===== src/include/obt_defines.svh =====
// register offsets, field positions and reset values of the registered transceiver
`ifndef OBT_DEFINES_SVH
`define OBT_DEFINES_SVH

`define OBT_ADDR_CTRL 8'h00
`define OBT_ADDR_STATUS 8'h04
`define OBT_ADDR_A_STORE 8'h08
`define OBT_ADDR_B_STORE 8'h0C
`define OBT_ADDR_A_LOG 8'h10

`define OBT_CTRL_SOFT_A 0
`define OBT_CTRL_SOFT_B 1

`define OBT_STAT_LOG_VALID 0
`define OBT_STAT_LOG_FULL 1
`define OBT_STAT_LOG_OVF 2
`define OBT_STAT_A_DRIVE 3
`define OBT_STAT_B_DRIVE 4

`define OBT_LOG_DEPTH 2
`define OBT_SYNC_RESET 22'h100000

`endif


===== src/include/obt_pkg.sv =====
// types shared by the registered transceiver
package obt_pkg;
    typedef struct packed {
        logic a_to_b_drive_enable;
        logic b_to_a_drive_enable_n;
        logic a_capture_clock;
        logic b_capture_clock;
        logic b_output_source_select;
        logic a_output_source_select;
    } obt_ctrl_t;

    typedef struct packed {
        obt_ctrl_t ctrl;
        logic [7:0] a;
        logic [7:0] b;
    } obt_pins_t;
endpackage


===== src/hw/obt_transceiver.sv =====
// octal registered bus transceiver with a wishbone status and capture-log port
//
// The Wishbone interface to the registers and the register offsets were left to the implementer.
`timescale 1ns/1ns
`default_nettype none
`include "obt_defines.svh"

module obt_transceiver
    import obt_pkg::*;
(
    input wire logic ref_clk,
    input wire logic rstn,
    input wire obt_ctrl_t ctrl,
    input wire logic [7:0] a_in,
    output logic [7:0] a_out,
    output logic a_oe_n,
    input wire logic [7:0] b_in,
    output logic [7:0] b_out,
    output logic b_oe_n,
    input wire logic wb_cyc_i,
    input wire logic wb_stb_i,
    input wire logic wb_we_i,
    input wire logic [7:0] wb_adr_i,
    input wire logic [3:0] wb_sel_i,
    input wire logic [31:0] wb_dat_i,
    output logic [31:0] wb_dat_o,
    output logic wb_ack_o
);
    // every pin, capture clocks included, is sampled on ref_clk; data must be
    // steady for a few ref_clk cycles around a capture edge
    obt_pins_t pin_s1;
    obt_pins_t pin_s2;
    logic a_clk_d;
    logic b_clk_d;
    logic [7:0] a_store;
    logic [7:0] b_store;
    logic soft_a;
    logic soft_b;
    logic log_ovf;
    logic [7:0] log_mem [0:`OBT_LOG_DEPTH-1];
    logic log_wp;
    logic log_rp;
    logic [1:0] log_cnt;

    always_ff @(posedge ref_clk or negedge rstn) begin
        if (!rstn) begin
            pin_s1 <= `OBT_SYNC_RESET;
            pin_s2 <= `OBT_SYNC_RESET;
        end else begin
            pin_s1 <= {ctrl, a_in, b_in};
            pin_s2 <= pin_s1;
        end
    end

    always_ff @(posedge ref_clk or negedge rstn) begin
        if (!rstn) begin
            a_clk_d <= 1'b0;
            b_clk_d <= 1'b0;
        end else begin
            a_clk_d <= pin_s2.ctrl.a_capture_clock;
            b_clk_d <= pin_s2.ctrl.b_capture_clock;
        end
    end

    wire logic a_rise = (pin_s2.ctrl.a_capture_clock && !a_clk_d) || soft_a;
    wire logic b_rise = (pin_s2.ctrl.b_capture_clock && !b_clk_d) || soft_b;
    wire logic b_drive = pin_s2.ctrl.a_to_b_drive_enable;
    wire logic a_drive = !pin_s2.ctrl.b_to_a_drive_enable_n;
    wire logic b_live = b_drive && !pin_s2.ctrl.b_output_source_select;
    wire logic a_live = a_drive && !pin_s2.ctrl.a_output_source_select;

    // no reset on purpose: contents are whatever the first capture brings
    always_ff @(posedge ref_clk) begin
        if (a_rise) begin
            a_store <= a_live ? pin_s2.b : pin_s2.a;
        end
    end

    always_ff @(posedge ref_clk) begin
        if (b_rise) begin
            b_store <= b_live ? pin_s2.a : pin_s2.b;
        end
    end

    // with simultaneous edges both registers load in the same cycle from the synchronized
    // pins, never from each other, so the order of the two edges does not matter

    // registered mux: the port changes once per cycle, never mid-decode
    always_ff @(posedge ref_clk or negedge rstn) begin
        if (!rstn) begin
            b_out <= 8'h00;
            b_oe_n <= 1'b1;
            a_out <= 8'h00;
            a_oe_n <= 1'b1;
        end else begin
            b_oe_n <= !b_drive;
            a_oe_n <= !a_drive;
            b_out <= pin_s2.ctrl.b_output_source_select ? a_store : pin_s2.a;
            a_out <= pin_s2.ctrl.a_output_source_select ? b_store : pin_s2.b;
        end
    end
    // both live and both enabled: each port echoes the other, the wire holds

    // two-entry log of A-side captures; a full log refuses and flags overflow
    wire logic wb_req = wb_cyc_i && wb_stb_i && !wb_ack_o;
    wire logic log_in_ready = (log_cnt != 2'(`OBT_LOG_DEPTH));
    wire logic log_out_valid = (log_cnt != 2'h0);
    wire logic log_push = a_rise && log_in_ready;
    wire logic log_pop = wb_req && !wb_we_i && (wb_adr_i == `OBT_ADDR_A_LOG) && log_out_valid;
    wire logic ovf_clr = wb_req && wb_we_i && wb_sel_i[0] && (wb_adr_i == `OBT_ADDR_STATUS)
        && wb_dat_i[`OBT_STAT_LOG_OVF];

    always_ff @(posedge ref_clk) begin
        if (log_push) begin
            log_mem[log_wp] <= a_live ? pin_s2.b : pin_s2.a;
        end
    end

    always_ff @(posedge ref_clk or negedge rstn) begin
        if (!rstn) begin
            log_wp <= 1'b0;
            log_rp <= 1'b0;
            log_cnt <= 2'h0;
        end else begin
            if (log_push) begin
                log_wp <= !log_wp;
            end
            if (log_pop) begin
                log_rp <= !log_rp;
            end
            log_cnt <= log_cnt + 2'(log_push) - 2'(log_pop);
        end
    end

    // a new overflow in the clearing cycle wins over the clear
    always_ff @(posedge ref_clk or negedge rstn) begin
        if (!rstn) begin
            log_ovf <= 1'b0;
        end else if (a_rise && !log_in_ready) begin
            log_ovf <= 1'b1;
        end else if (ovf_clr) begin
            log_ovf <= 1'b0;
        end
    end

    always_ff @(posedge ref_clk or negedge rstn) begin
        if (!rstn) begin
            soft_a <= 1'b0;
            soft_b <= 1'b0;
        end else begin
            soft_a <= wb_req && wb_we_i && wb_sel_i[0] && (wb_adr_i == `OBT_ADDR_CTRL)
                && wb_dat_i[`OBT_CTRL_SOFT_A];
            soft_b <= wb_req && wb_we_i && wb_sel_i[0] && (wb_adr_i == `OBT_ADDR_CTRL)
                && wb_dat_i[`OBT_CTRL_SOFT_B];
        end
    end

    always_ff @(posedge ref_clk or negedge rstn) begin
        if (!rstn) begin
            wb_ack_o <= 1'b0;
            wb_dat_o <= 32'h00000000;
        end else begin
            wb_ack_o <= wb_req;
            wb_dat_o <= 32'h00000000;
            if (wb_req && !wb_we_i) begin
                unique case (wb_adr_i)
                    `OBT_ADDR_STATUS: begin
                        wb_dat_o[`OBT_STAT_LOG_VALID] <= log_out_valid;
                        wb_dat_o[`OBT_STAT_LOG_FULL] <= !log_in_ready;
                        wb_dat_o[`OBT_STAT_LOG_OVF] <= log_ovf;
                        wb_dat_o[`OBT_STAT_A_DRIVE] <= a_drive;
                        wb_dat_o[`OBT_STAT_B_DRIVE] <= b_drive;
                    end
                    `OBT_ADDR_A_STORE: wb_dat_o[7:0] <= a_store;
                    `OBT_ADDR_B_STORE: wb_dat_o[7:0] <= b_store;
                    `OBT_ADDR_A_LOG: wb_dat_o[7:0] <= log_out_valid ? log_mem[log_rp] : 8'h00;
                    default: wb_dat_o <= 32'h00000000;
                endcase
            end
        end
    end

    // assertion helpers only: the stores carry no reset, so hold checks wait for a first load
    logic a_loaded;
    logic b_loaded;
    always_ff @(posedge ref_clk or negedge rstn) begin
        if (!rstn) begin
            a_loaded <= 1'b0;
            b_loaded <= 1'b0;
        end else begin
            if (a_rise) begin
                a_loaded <= 1'b1;
            end
            if (b_rise) begin
                b_loaded <= 1'b1;
            end
        end
    end
endmodule // obt_transceiver
`default_nettype wire


===== config.mk =====
export PLATFORM = sky130hd
export DESIGN_NAME = obt_transceiver
export DESIGN_NICKNAME = d
export VERILOG_FILES = /design/src/include/obt_pkg.sv /design/src/hw/obt_transceiver.sv
export VERILOG_INCLUDE_DIRS = /design/src /design/src/include
export SDC_FILE = /design/constraint.sdc
export NUM_CORES = 1
export LEC_CHECK = 0
export BUFFER_PORTS_ARGS = -buffer_cell sky130_fd_sc_hd__clkbuf_2
export CORE_MARGIN = 1.5
export CORE_UTILIZATION = 46
export DETAILED_ROUTE_END_ITERATION = 7
export GPL_TIMING_DRIVEN = 0
export PLACE_DENSITY = 0.8
export SLEW_MARGIN = 20
export SYNTH_ARGS = -nofsm -noshare
export SYNTH_HDL_FRONTEND = slang
export SYNTH_SLANG_ARGS = --single-unit

===== constraint.sdc =====
create_clock -name ref_clk -period 1.53 [get_ports ref_clk]
set_input_delay 0.153 -clock ref_clk [delete_from_list [all_inputs] [get_ports ref_clk]]
set_output_delay 0.153 -clock ref_clk [all_outputs]
set_load 0.1 [all_outputs]

==> qor.yml, run 1 <==
timing.hold.ws_ns: 0.08954
yosys.area.top_type: "dfrtp_1"
first_iter_violations: 124
drt-total-wl_mm: 7.450
cts_root_buf: "clkbuf_8"
cp_data_arrival_time_ns: 2.07
cts_max_level: 3
cp_data_required_time_ns: 1.81
cts.sinks: 112
synth-simple-area-share: 0.05544
ios: 122
cap_violations: 0
synth.top_cell.area_share: 0.4580
io_buffers: 65
die-area_um2: 9607
post-route-period-util: 1.168
rsz0062_at_grt: "yes"
endpoint_kind: "flip-flop"
yosysSeqAreaShare: 0.7147
place_congestion: 0.7973
start_util: 0.4762
p_leak_nw: 2.376
grt-ovfl-total: 0
area.sequential_um2: 2973
power.density_nw_per_um2: 1200
synth_adder_area_share: 0.006026
drtPass1Iterations: 5
netlist_instances: 264
final_max_slew_viol_count: 0
synthTopCellsByArea: "dfrtp_1 (46%), edfxtp_1 (23%), mux2_2 (12%)"
drt.antenna.violating_nets: 0
fin_util: 0.6089
worstHoldPathType: "input port to flip-flop"
drcViolationCount: 0
max_freq_mhz: 559.4
ys_types: 32
tightest_slew_ns: 0.7201
worst-r2r-setup-slack_ns: -0.26
core_area_um2: 8721
grt_max_degree: 45
ys_warn_count: 0
max_stage_delay_ns: 0.48
drive_gt1_frac: 0.4559
whs_endpoint: "log_ovf$_DFFE_PN0P_"
multiInputGateArea_um2: 1127
grt_use_total: 0.1587
syn_avg_cell_area_um2: 15.73
setup_violations: 2
netlist_area_um2: 4153
min_period_ns: 1.788
r2r-end: "log_cnt[1]$_DFF_PN0_"
worst_slack_ns: -0.2577
ctsLongestPathBuffers: 2
diodes: 0
vias: 2360
finalHoldViolations: 0
fin_skew_ns: 0.01159
hp-start: "wb_dat_i[2]"
rows: 34
wire_per_inst_um: 14.75
crit_type: "flip-flop to flip-flop"
slew_headroom: 0.5199
status: "finished with violations"
dp_slack_ns: -0.6611
worstPathCellList: "and3b_2 > nand2b_4 > nor3_4 > ha_1 > inv_2 > ha_4 > xnor2_2 > xnor2_1"
r2r_start: "wb_ack_o$_DFF_PN0_"
synth_compound_area_frac: 0.02621
worst-path-max-fanout: 2
viasPerCell: 4.673
grt_pass1_vias: 2340
die_y_um: 98.02
peakVddDrop_uv: 571.8
synth-xor-area-share: 0.01055
cts_tree: "built"
antenna_found_initial: 0
slowest_stage: "dfrtp_4"
cts-buffers-inserted: 9
cts.clk_slew.worst_paths_ns: 0.10
hold_path_depth: 3
synth_top_family_by_area: "multiplexers"
post-dp-hpwl_mm: 4.958
area_growth_pct: 27.87
ys_seq_elements: 112
violations: "negative setup slack"
yosys-mux-area-fraction: 0.1311
final_nets: 465
rr_worst_depth: 8
clk_latency_ns: 0.37
grt_pass1_wl_mm: 11.64
die_w_um: 98.02
n_fill_cell: 693
crit_path_start_kind: "flip-flop"
==> layout by cell type (no fill, tap or decap), types with 3 or more instances in the layout <==
master / n
dfrtp_1: 74
clkbuf_2: 64
mux2_2: 43
edfxtp_1: 32
buf_4: 30
dlygate4sd3_1: 25
conb_1: 24
nor2_1: 10
clkbuf_8: 10
nand2_1: 6
inv_1: 6
mux2i_1: 6
xnor2_1: 4
nand3_1: 4
a22oi_1: 4
dfstp_2: 4
a21oi_1: 3
o22ai_1: 3
==> repair_timing <==
item	4_1_cts	5_1_grt
gates resized for setup	20	4
buffers inserted	4	2
pin swaps	5	5
hold buffers	25	0
endpoints found under the hold margin	56	0
endpoints found under the setup margin	50	9
==> worst max-delay path by stage <==
| stage | start | endpoint | slack (ns) | depth (start not counted) |
|---|---|---|---|---|
| 5_1_grt | wb_ack_o$_DFF_PN0_ | log_cnt[1]$_DFF_PN0_ | -0.36 | 8 |
| 3_3_place_gp | wb_adr_i[0] | log_cnt[1]$_DFF_PN0_ | -0.62 | 10 |
| 6_report | wb_ack_o$_DFF_PN0_ | log_cnt[1]$_DFF_PN0_ | -0.26 | 8 |
| 4_1_cts | wb_ack_o$_DFF_PN0_ | log_cnt[1]$_DFF_PN0_ | -0.25 | 8 |
| 2_1_floorplan | wb_ack_o$_DFF_PN0_ | log_cnt[1]$_DFF_PN0_ | -0.38 | 8 |
| 3_5_place_dp | wb_adr_i[0] | log_cnt[1]$_DFF_PN0_ | -0.66 | 10 |
==> synth_stat cells <==
cell type,number
dfrtp_1,76
mux2_2,43
edfxtp_1,32
buf_4,24
nor2_1,13
inv_1,8
mux2i_1,6
nand2_1,6
a21oi_1,5
clkbuf_1,5
nand3_1,5
xnor2_1,5
a22oi_1,4
dfstp_2,4
nand2b_1,4
o22ai_1,3
and3_1,2
ha_1,2
nor2b_1,2
o21ai_0,2
o2bb2ai_1,2
a21o_1,1
and3b_1,1
conb_1,1
nand2_2,1
nand4_1,1
nand4b_1,1
nor3_1,1
nor3_2,1
nor4_4,1
or2_2,1
or4_4,1
==> layout make-up <==
| type | count | share of cell area |
|---|---|---|
| plain buffers | 26 | 0.03558 |
| repair buffers | 97 | 0.1211 |
| multi-input cells | 138 | 0.2123 |
| clock inverters | 3 | 0.003534 |
| inverters | 8 | 0.006126 |
| clock buffers | 13 | 0.03605 |
| well taps | 108 | 0.02545 |
| flip-flops and latches | 112 | 0.5598 |
==> worst max-delay path: cells and delay by family (launching register included) <==
kind / cells / cell delay, ns
buffers and inverters: 1 / 0.07
flip-flops: 1 / 0.48
adder cells (fa/ha/maj): 2 / 0.39
AND/OR/NAND/NOR: 3 / 0.51
XOR/XNOR: 2 / 0.26
==> report_power, final <==
group          leakage (nW)  internal (mW)  total, mW  switching, mW
clock                 0.110          0.838       1.78          0.940
sequential             1.25           3.31       3.44          0.126
combinational          1.02          0.338       1.16          0.820
==> logic make-up (layout without fill, tap and decap cells) <==
family | after synthesis | after routing
AO/OA/AOI/OAI | 17 | 17
buffers and inverters | 37 | 147
other | 1 | 24
adder cells (fa/ha/maj) | 2 | 2
AND/OR/NAND/NOR | 41 | 41
multiplexers | 49 | 49
XOR/XNOR | 5 | 5
flip-flops | 112 | 112
==> state kept, by name (all words and copies together), names as in the netlist <==
name	count
a_clk_d	1
a_oe_n	1
a_out	8
a_store	8
b_clk_d	1
b_drive	1
b_oe_n	1
b_out	8
b_store	8
log_cnt	2
log_mem	16
log_ovf	1
log_rp	1
log_wp	1
pin_s1	22
pin_s2	21
soft_a	1
soft_b	1
wb_ack_o	1
wb_dat_o	8
==> through the flow <==
stage          setup TNS (ns)  power, mW  cell area (um^2)  cells
2_1_floorplan         -0.9433      4.290              4247    287
3_3_place_gp           -43.68      4.502              4707    460
5_1_grt               -0.5156      6.635              5310    505
3_5_place_dp           -19.27      4.544              4730    461
4_1_cts               -0.3429      6.429              5288    504
6_report              -0.3391      6.375              5310    505
==> layer usage <==
metal,GRT usage,up-vias,share of wire
met5,0,-,0
met4,0.05824,0,0.015
met3,0.03794,13,0.064
met2,0.2382,91,0.48
met1,0.2270,1132,0.44
li1,-,1124,-
(Power assumes the default switching activity.)
==> run 2: changes to the inputs <==
--- a/config.mk
+++ b/config.mk
@@ -7,7 +7,7 @@
 export NUM_CORES = 1
 export LEC_CHECK = 0
 export BUFFER_PORTS_ARGS = -buffer_cell sky130_fd_sc_hd__clkbuf_2
-export CORE_MARGIN = 1.5
+export CORE_MARGIN = 3
 export CORE_UTILIZATION = 46
 export DETAILED_ROUTE_END_ITERATION = 7
 export GPL_TIMING_DRIVEN = 0
==> run 2 against run 1 <==
The run still ends with negative setup slack left; final cell count grew 0.40%; maximum frequency up 2.4%; setup slack better by 0.042 ns; core utilization is 0.40 points higher; non-clock buffer count rose by 2; power up 1.4%; design area up 1.2%; register-to-register slack better by 0.04 ns; critical endpoint unchanged.
==> qor.yml, run 2 (synthesis results as in run 1) <==
worst-r2r-setup-slack_ns: -0.22
grt_pass1_vias: 2469
ios: 122
io_buffers: 65
p_leak_nw: 2.395
max_freq_mhz: 572.9
area.sequential_um2: 2973
final_max_slew_viol_count: 0
cts_root_buf: "clkbuf_8"
grtUsageMet3: 0.03045
cts_tree: "built"
worstPathCellList: "o21ai_1 > nor3_4 > ha_1 > inv_2 > ha_4 > xnor2_2 > xnor2_1"
post-dp-hpwl_mm: 4.937
max_stage_delay_ns: 0.44
drt.antenna.violating_nets: 0
mostFrequentLayoutCell: "dfrtp_1"
top_register: "pin_s1"
cts_max_level: 3
worst_slack_ns: -0.2156
place_area_um2: 4730
worst-path-max-fanout: 4
largest_register_ffs: 22
setup_violations: 10
clk_latency_ns: 0.36
layout_common_cells: "dfrtp_1 (74), clkbuf_2 (65), mux2_2 (43)"
viasPerCell: 4.748
cts.clk_slew.worst_paths_ns: 0.10
finalHoldViolations: 0
fin_skew_ns: 0.01737
n_fill_cell: 702
drcViolationCount: 0
die_y_um: 101.0
cts.sinks: 112
drtPass1Iterations: 4
antenna_found_initial: 0
cp_data_required_time_ns: 1.78
area_growth_pct: 29.35
drive_gt1_frac: 0.4662
crit_family: "adder cells"
ctsLongestPathBuffers: 2
final_nets: 467
top_regs: "pin_s1 (22), pin_s2 (21), log_mem (16)"
endpoint_kind: "flip-flop"
min_period_ns: 1.746
peakVddDrop_uv: 568.7
grt-ovfl-total: 0
multiInputGateArea_um2: 1150
violations: "negative setup slack"
first_iter_violations: 75
power.density_nw_per_um2: 1203
cp_data_arrival_time_ns: 2.00
grt_use_total: 0.1555
core_area_um2: 8763
rows: 34
grt.busiest_layer: "met2"
worstHoldPathType: "input port to flip-flop"
cap_violations: 0
crit_path_start_kind: "flip-flop"
status: "finished with violations"
crit_type: "flip-flop to flip-flop"
slowest_stage: "dfrtp_1"
use_met1: 0.2072
tightest_slew_ns: 0.5522
vias: 2407
die_w_um: 101.0
grt_max_degree: 42
diodes: 0
wire_per_inst_um: 15.00
fin_setup_tns_ns: -0.4361
drt-total-wl_mm: 7.606
start_util: 0.4739
grt_pass1_wl_mm: 12.00
die-area_um2: 10200
gr-usage-met2: 0.2471
total_power_mw: 6.464
rsz0062_at_grt: "yes"
worst-path-buf-inv: 1
cts-buffers-inserted: 9
place_congestion: 0.8018
slew_headroom: 0.6334
design_area_um2: 5371
post-route-period-util: 1.141
==> run 2: cell type report <==
class,count,area share
Buffer,26,0.03541
Sequential cell,112,0.5535
Clock buffer,12,0.03098
Inverter,8,0.005590
Multi-Input combinational cell,138,0.2141
Timing Repair Buffer,99,0.1249
Clock inverter,4,0.01048
Tap cell,108,0.02516
==> run 2: metal layers <==
metal,share of wire,routed length [um]
met1,0.44,3341
met2,0.47,3588
met3,0.068,514
met4,0.021,162
met5,0,0
==> run 2: worst paths after layout <==
| check | cells after the start | to | from |
|---|---|---|---|
| setup / recovery | 7 | log_cnt[1]$_DFF_PN0_ | log_cnt[0]$_DFF_PN0_ |
| min in group asynchronous | 2 | b_clk_d$_DFF_PN0_ | rstn |
| max in group asynchronous | 3 | pin_s1[20]$_DFF_PN1_ | rstn |
| setup reg to reg | 7 | log_cnt[1]$_DFF_PN0_ | log_cnt[0]$_DFF_PN0_ |
| hold / removal | 3 | log_ovf$_DFFE_PN0P_ | wb_dat_i[2] |
| hold reg to reg | 0 | pin_s2[16]$_DFF_PN0_ | pin_s1[16]$_DFF_PN0_ |
==> run 2: where the power goes <==
part / internal [mW] / leakage (nW) / switching (mW) / total, mW
Sequential: 3.31 / 1.25 / 0.117 / 3.43
Combinational: 0.341 / 1.04 / 0.820 / 1.16
Clock: 0.918 / 0.113 / 0.955 / 1.87
Total: 4.57 / 2.40 / 1.89 / 6.46
==> run 2: what timing repair did <==
| action | in CTS | in global routing |
|---|---|---|
| gates resized for setup | 11 | 18 |
| pin swaps | 4 | 6 |
| buffers inserted | 5 | 3 |
| setup endpoints to repair | 51 | 35 |
| hold buffers | 25 | 0 |
| hold endpoints to repair | 64 | 0 |
==> run 2: worst register-to-register path: stages (launching register included) <==
cell	delay, ns
dfrtp_1	0.44
o21ai_1	0.36
nor3_4	0.08
ha_1	0.30
inv_2	0.05
ha_4	0.15
xnor2_2	0.13
xnor2_1	0.12
==> run 2: through the flow <==
step,setup slack [ns],hold slack [ns],util,std cells
floorplan,-0.3755,-0.1426,-,287
global placement,-0.6384,0.2421,0.5371,460
detailed placement,-0.6117,0.1961,0.5397,461
CTS,-0.2602,0.08710,0.6021,505
global route,-0.2656,0.1209,0.6129,507
finish,-0.2156,0.1105,0.6129,507
==> run 3: changes to the inputs <==
==> constraint.sdc (replaced) <==
create_clock -name ref_clk -period 1.53 [get_ports ref_clk]
set_input_delay 0.153 -clock ref_clk [delete_from_list [all_inputs] [get_ports ref_clk]]
set_output_delay 0.153 -clock ref_clk [all_outputs]
set_load 0.01 [all_outputs]
==> run 3 against run 2 <==
First-iteration DRC count is 5.3% lower; count of clock-buffer cells in the layout fell by 1; the flow still finishes with violations (negative setup slack); clock skew down 0.0019 ns; combinational power shrank 41%; design area shrank 0.51%; global-route usage fell by 0.055 points; sequential power barely moved; register-to-register slack got worse by 0.05 ns.
==> qor.yml, run 3 (synthesis results as in run 1) <==
status: "finished with violations"
violations: "negative setup slack"
worstPathCellList: "and3b_2 > nand2b_4 > nor3_4 > ha_1 > inv_2 > ha_4 > xnor2_2 > xnor2_1"
grt-ovfl-total: 0
post-route-period-util: 1.173
cts_max_level: 3
antenna_found_initial: 0
power.density_nw_per_um2: 1117
rows: 34
drtPass1Iterations: 4
max_freq_mhz: 557.4
fin_util: 0.6098
crit_path_start_kind: "flip-flop"
finalHoldViolations: 0
die_w_um: 101.0
wire_per_inst_um: 14.77
tightest_slew_ns: 0.5527
first_iter_violations: 71
largest_register_ffs: 22
fin_setup_tns_ns: -0.4904
place_area_um2: 4733
final_max_slew_viol_count: 0
crit_family: "simple AND/OR/NAND/NOR gates"
worst-path-buf-inv: 1
layout_common_cells: "dfrtp_1 (74), clkbuf_2 (65), mux2_2 (43)"
ctsLongestPathBuffers: 2
cp_data_arrival_time_ns: 2.08
max_stage_delay_ns: 0.39
io_buffers: 65
cts_root_buf: "clkbuf_8"
rsz0062_at_grt: "yes"
grt_pass1_vias: 2425
worst-path-max-fanout: 3
vias: 2389
final_nets: 467
worstHoldPathType: "input port to flip-flop"
start_util: 0.4739
cts-buffers-inserted: 9
area.sequential_um2: 2970
top_register: "pin_s1"
p_leak_nw: 2.390
setup_violations: 6
clk_latency_ns: 0.36
worst_slack_ns: -0.2641
diodes: 0
post-dp-hpwl_mm: 4.827
drt-total-wl_mm: 7.488
die-area_um2: 10200
place_congestion: 0.8026
min_period_ns: 1.794
n_fill_cell: 689
slowest_stage: "dfrtp_1"
cts.sinks: 112
slew_headroom: 0.6315
viasPerCell: 4.712
peakVddDrop_uv: 707.6
crit_type: "flip-flop to flip-flop"
cts.clk_slew.worst_paths_ns: 0.10
ios: 122
design_area_um2: 5344
multiInputGateArea_um2: 1132
die_y_um: 101.0
drt.antenna.violating_nets: 0
total_power_mw: 5.970
cap_violations: 0
fin_skew_ns: 0.01550
drive_gt1_frac: 0.4561
mostFrequentLayoutCell: "dfrtp_1"
cp_data_required_time_ns: 1.82
grt_pass1_wl_mm: 11.90
core_area_um2: 8763
grt_max_degree: 43
drcViolationCount: 0
grt_use_total: 0.1549
top_regs: "pin_s1 (22), pin_s2 (21), log_mem (16)"
cts_tree: "built"
endpoint_kind: "flip-flop"
area_growth_pct: 28.68
-- run 3: cell count changes in the layout (fill, tap and decap cells not counted), sizes merged --
cell / delta
buf: -1
bufinv: +1
clkinv: +2
inv: -2
-- run 3: layer usage --
| metal | wire [um] | global-route usage | up-vias |
|---|---|---|---|
| met3 | 538 | 0.04498 | 8 |
| met1 | 3099 | 0.2037 | 1153 |
| met2 | 3765 | 0.2522 | 98 |
| li1 | - | - | 1130 |
| met4 | 84 | 0.04397 | 0 |
| met5 | 0 | 0 | - |
-- run 3: tightest hold or removal path: cells and delay by family --
kind                   cells  cell delay [ns]
and+or+nand+nor            1             0.07
AOI/OAI and AO/OA          1             0.11
buffers and inverters      1             0.08
-- run 3: report_power, final --
part / internal [mW] / switching [mW] / leakage, nW
Sequential: 3.31 / 0.129 / 1.25
Clock: 0.925 / 0.917 / 0.105
Combinational: 0.344 / 0.340 / 1.04
-- run 3: layout make-up --
type	count	area share
sequential	112	0.5558
tap	108	0.02529
multi-input combinational	138	0.2119
clock inverter	5	0.01522
inverter	8	0.005619
buffer	26	0.03606
timing repair buffer	99	0.1255
clock buffer	11	0.02458
-- run 3: timing repair --
| action | CTS | global route |
|---|---|---|
| endpoints found under the hold margin | 65 | 0 |
| gates resized for setup | 15 | 10 |
| setup buffers | 5 | 3 |
| endpoints found under the setup margin | 50 | 31 |
| hold buffers | 25 | 0 |
| pin swaps | 1 | 2 |
-- run 3: path summary, 6_finish.rpt --
path / from / to / slack [ns] / cells after the start
max in group asynchronous: rstn / pin_s2[20]$_DFF_PN1_ / 0.53 / 3
min: wb_dat_i[2] / log_ovf$_DFFE_PN0P_ / 0.09 / 3
min reg2reg: pin_s1[4]$_DFF_PN0_ / pin_s2[4]$_DFF_PN0_ / 0.34 / 0
max: wb_ack_o$_DFF_PN0_ / log_cnt[1]$_DFF_PN0_ / -0.26 / 8
min in group asynchronous: rstn / b_clk_d$_DFF_PN0_ / 0.33 / 2
max reg2reg: wb_ack_o$_DFF_PN0_ / log_cnt[1]$_DFF_PN0_ / -0.26 / 8
-- run 3: stage by stage --
| step | setup WS (ns) | hold slack [ns] | cells |
|---|---|---|---|
| 3_5_place_dp | -0.6074 | 0.2009 | 461 |
| 4_1_cts | -0.1534 | 0.08149 | 505 |
| 6_report | -0.2641 | 0.09347 | 507 |
| 5_1_grt | -0.3031 | 0.1094 | 507 |
| 2_1_floorplan | -0.3038 | -0.1426 | 287 |
| 3_3_place_gp | -0.5233 | 0.2418 | 460 |
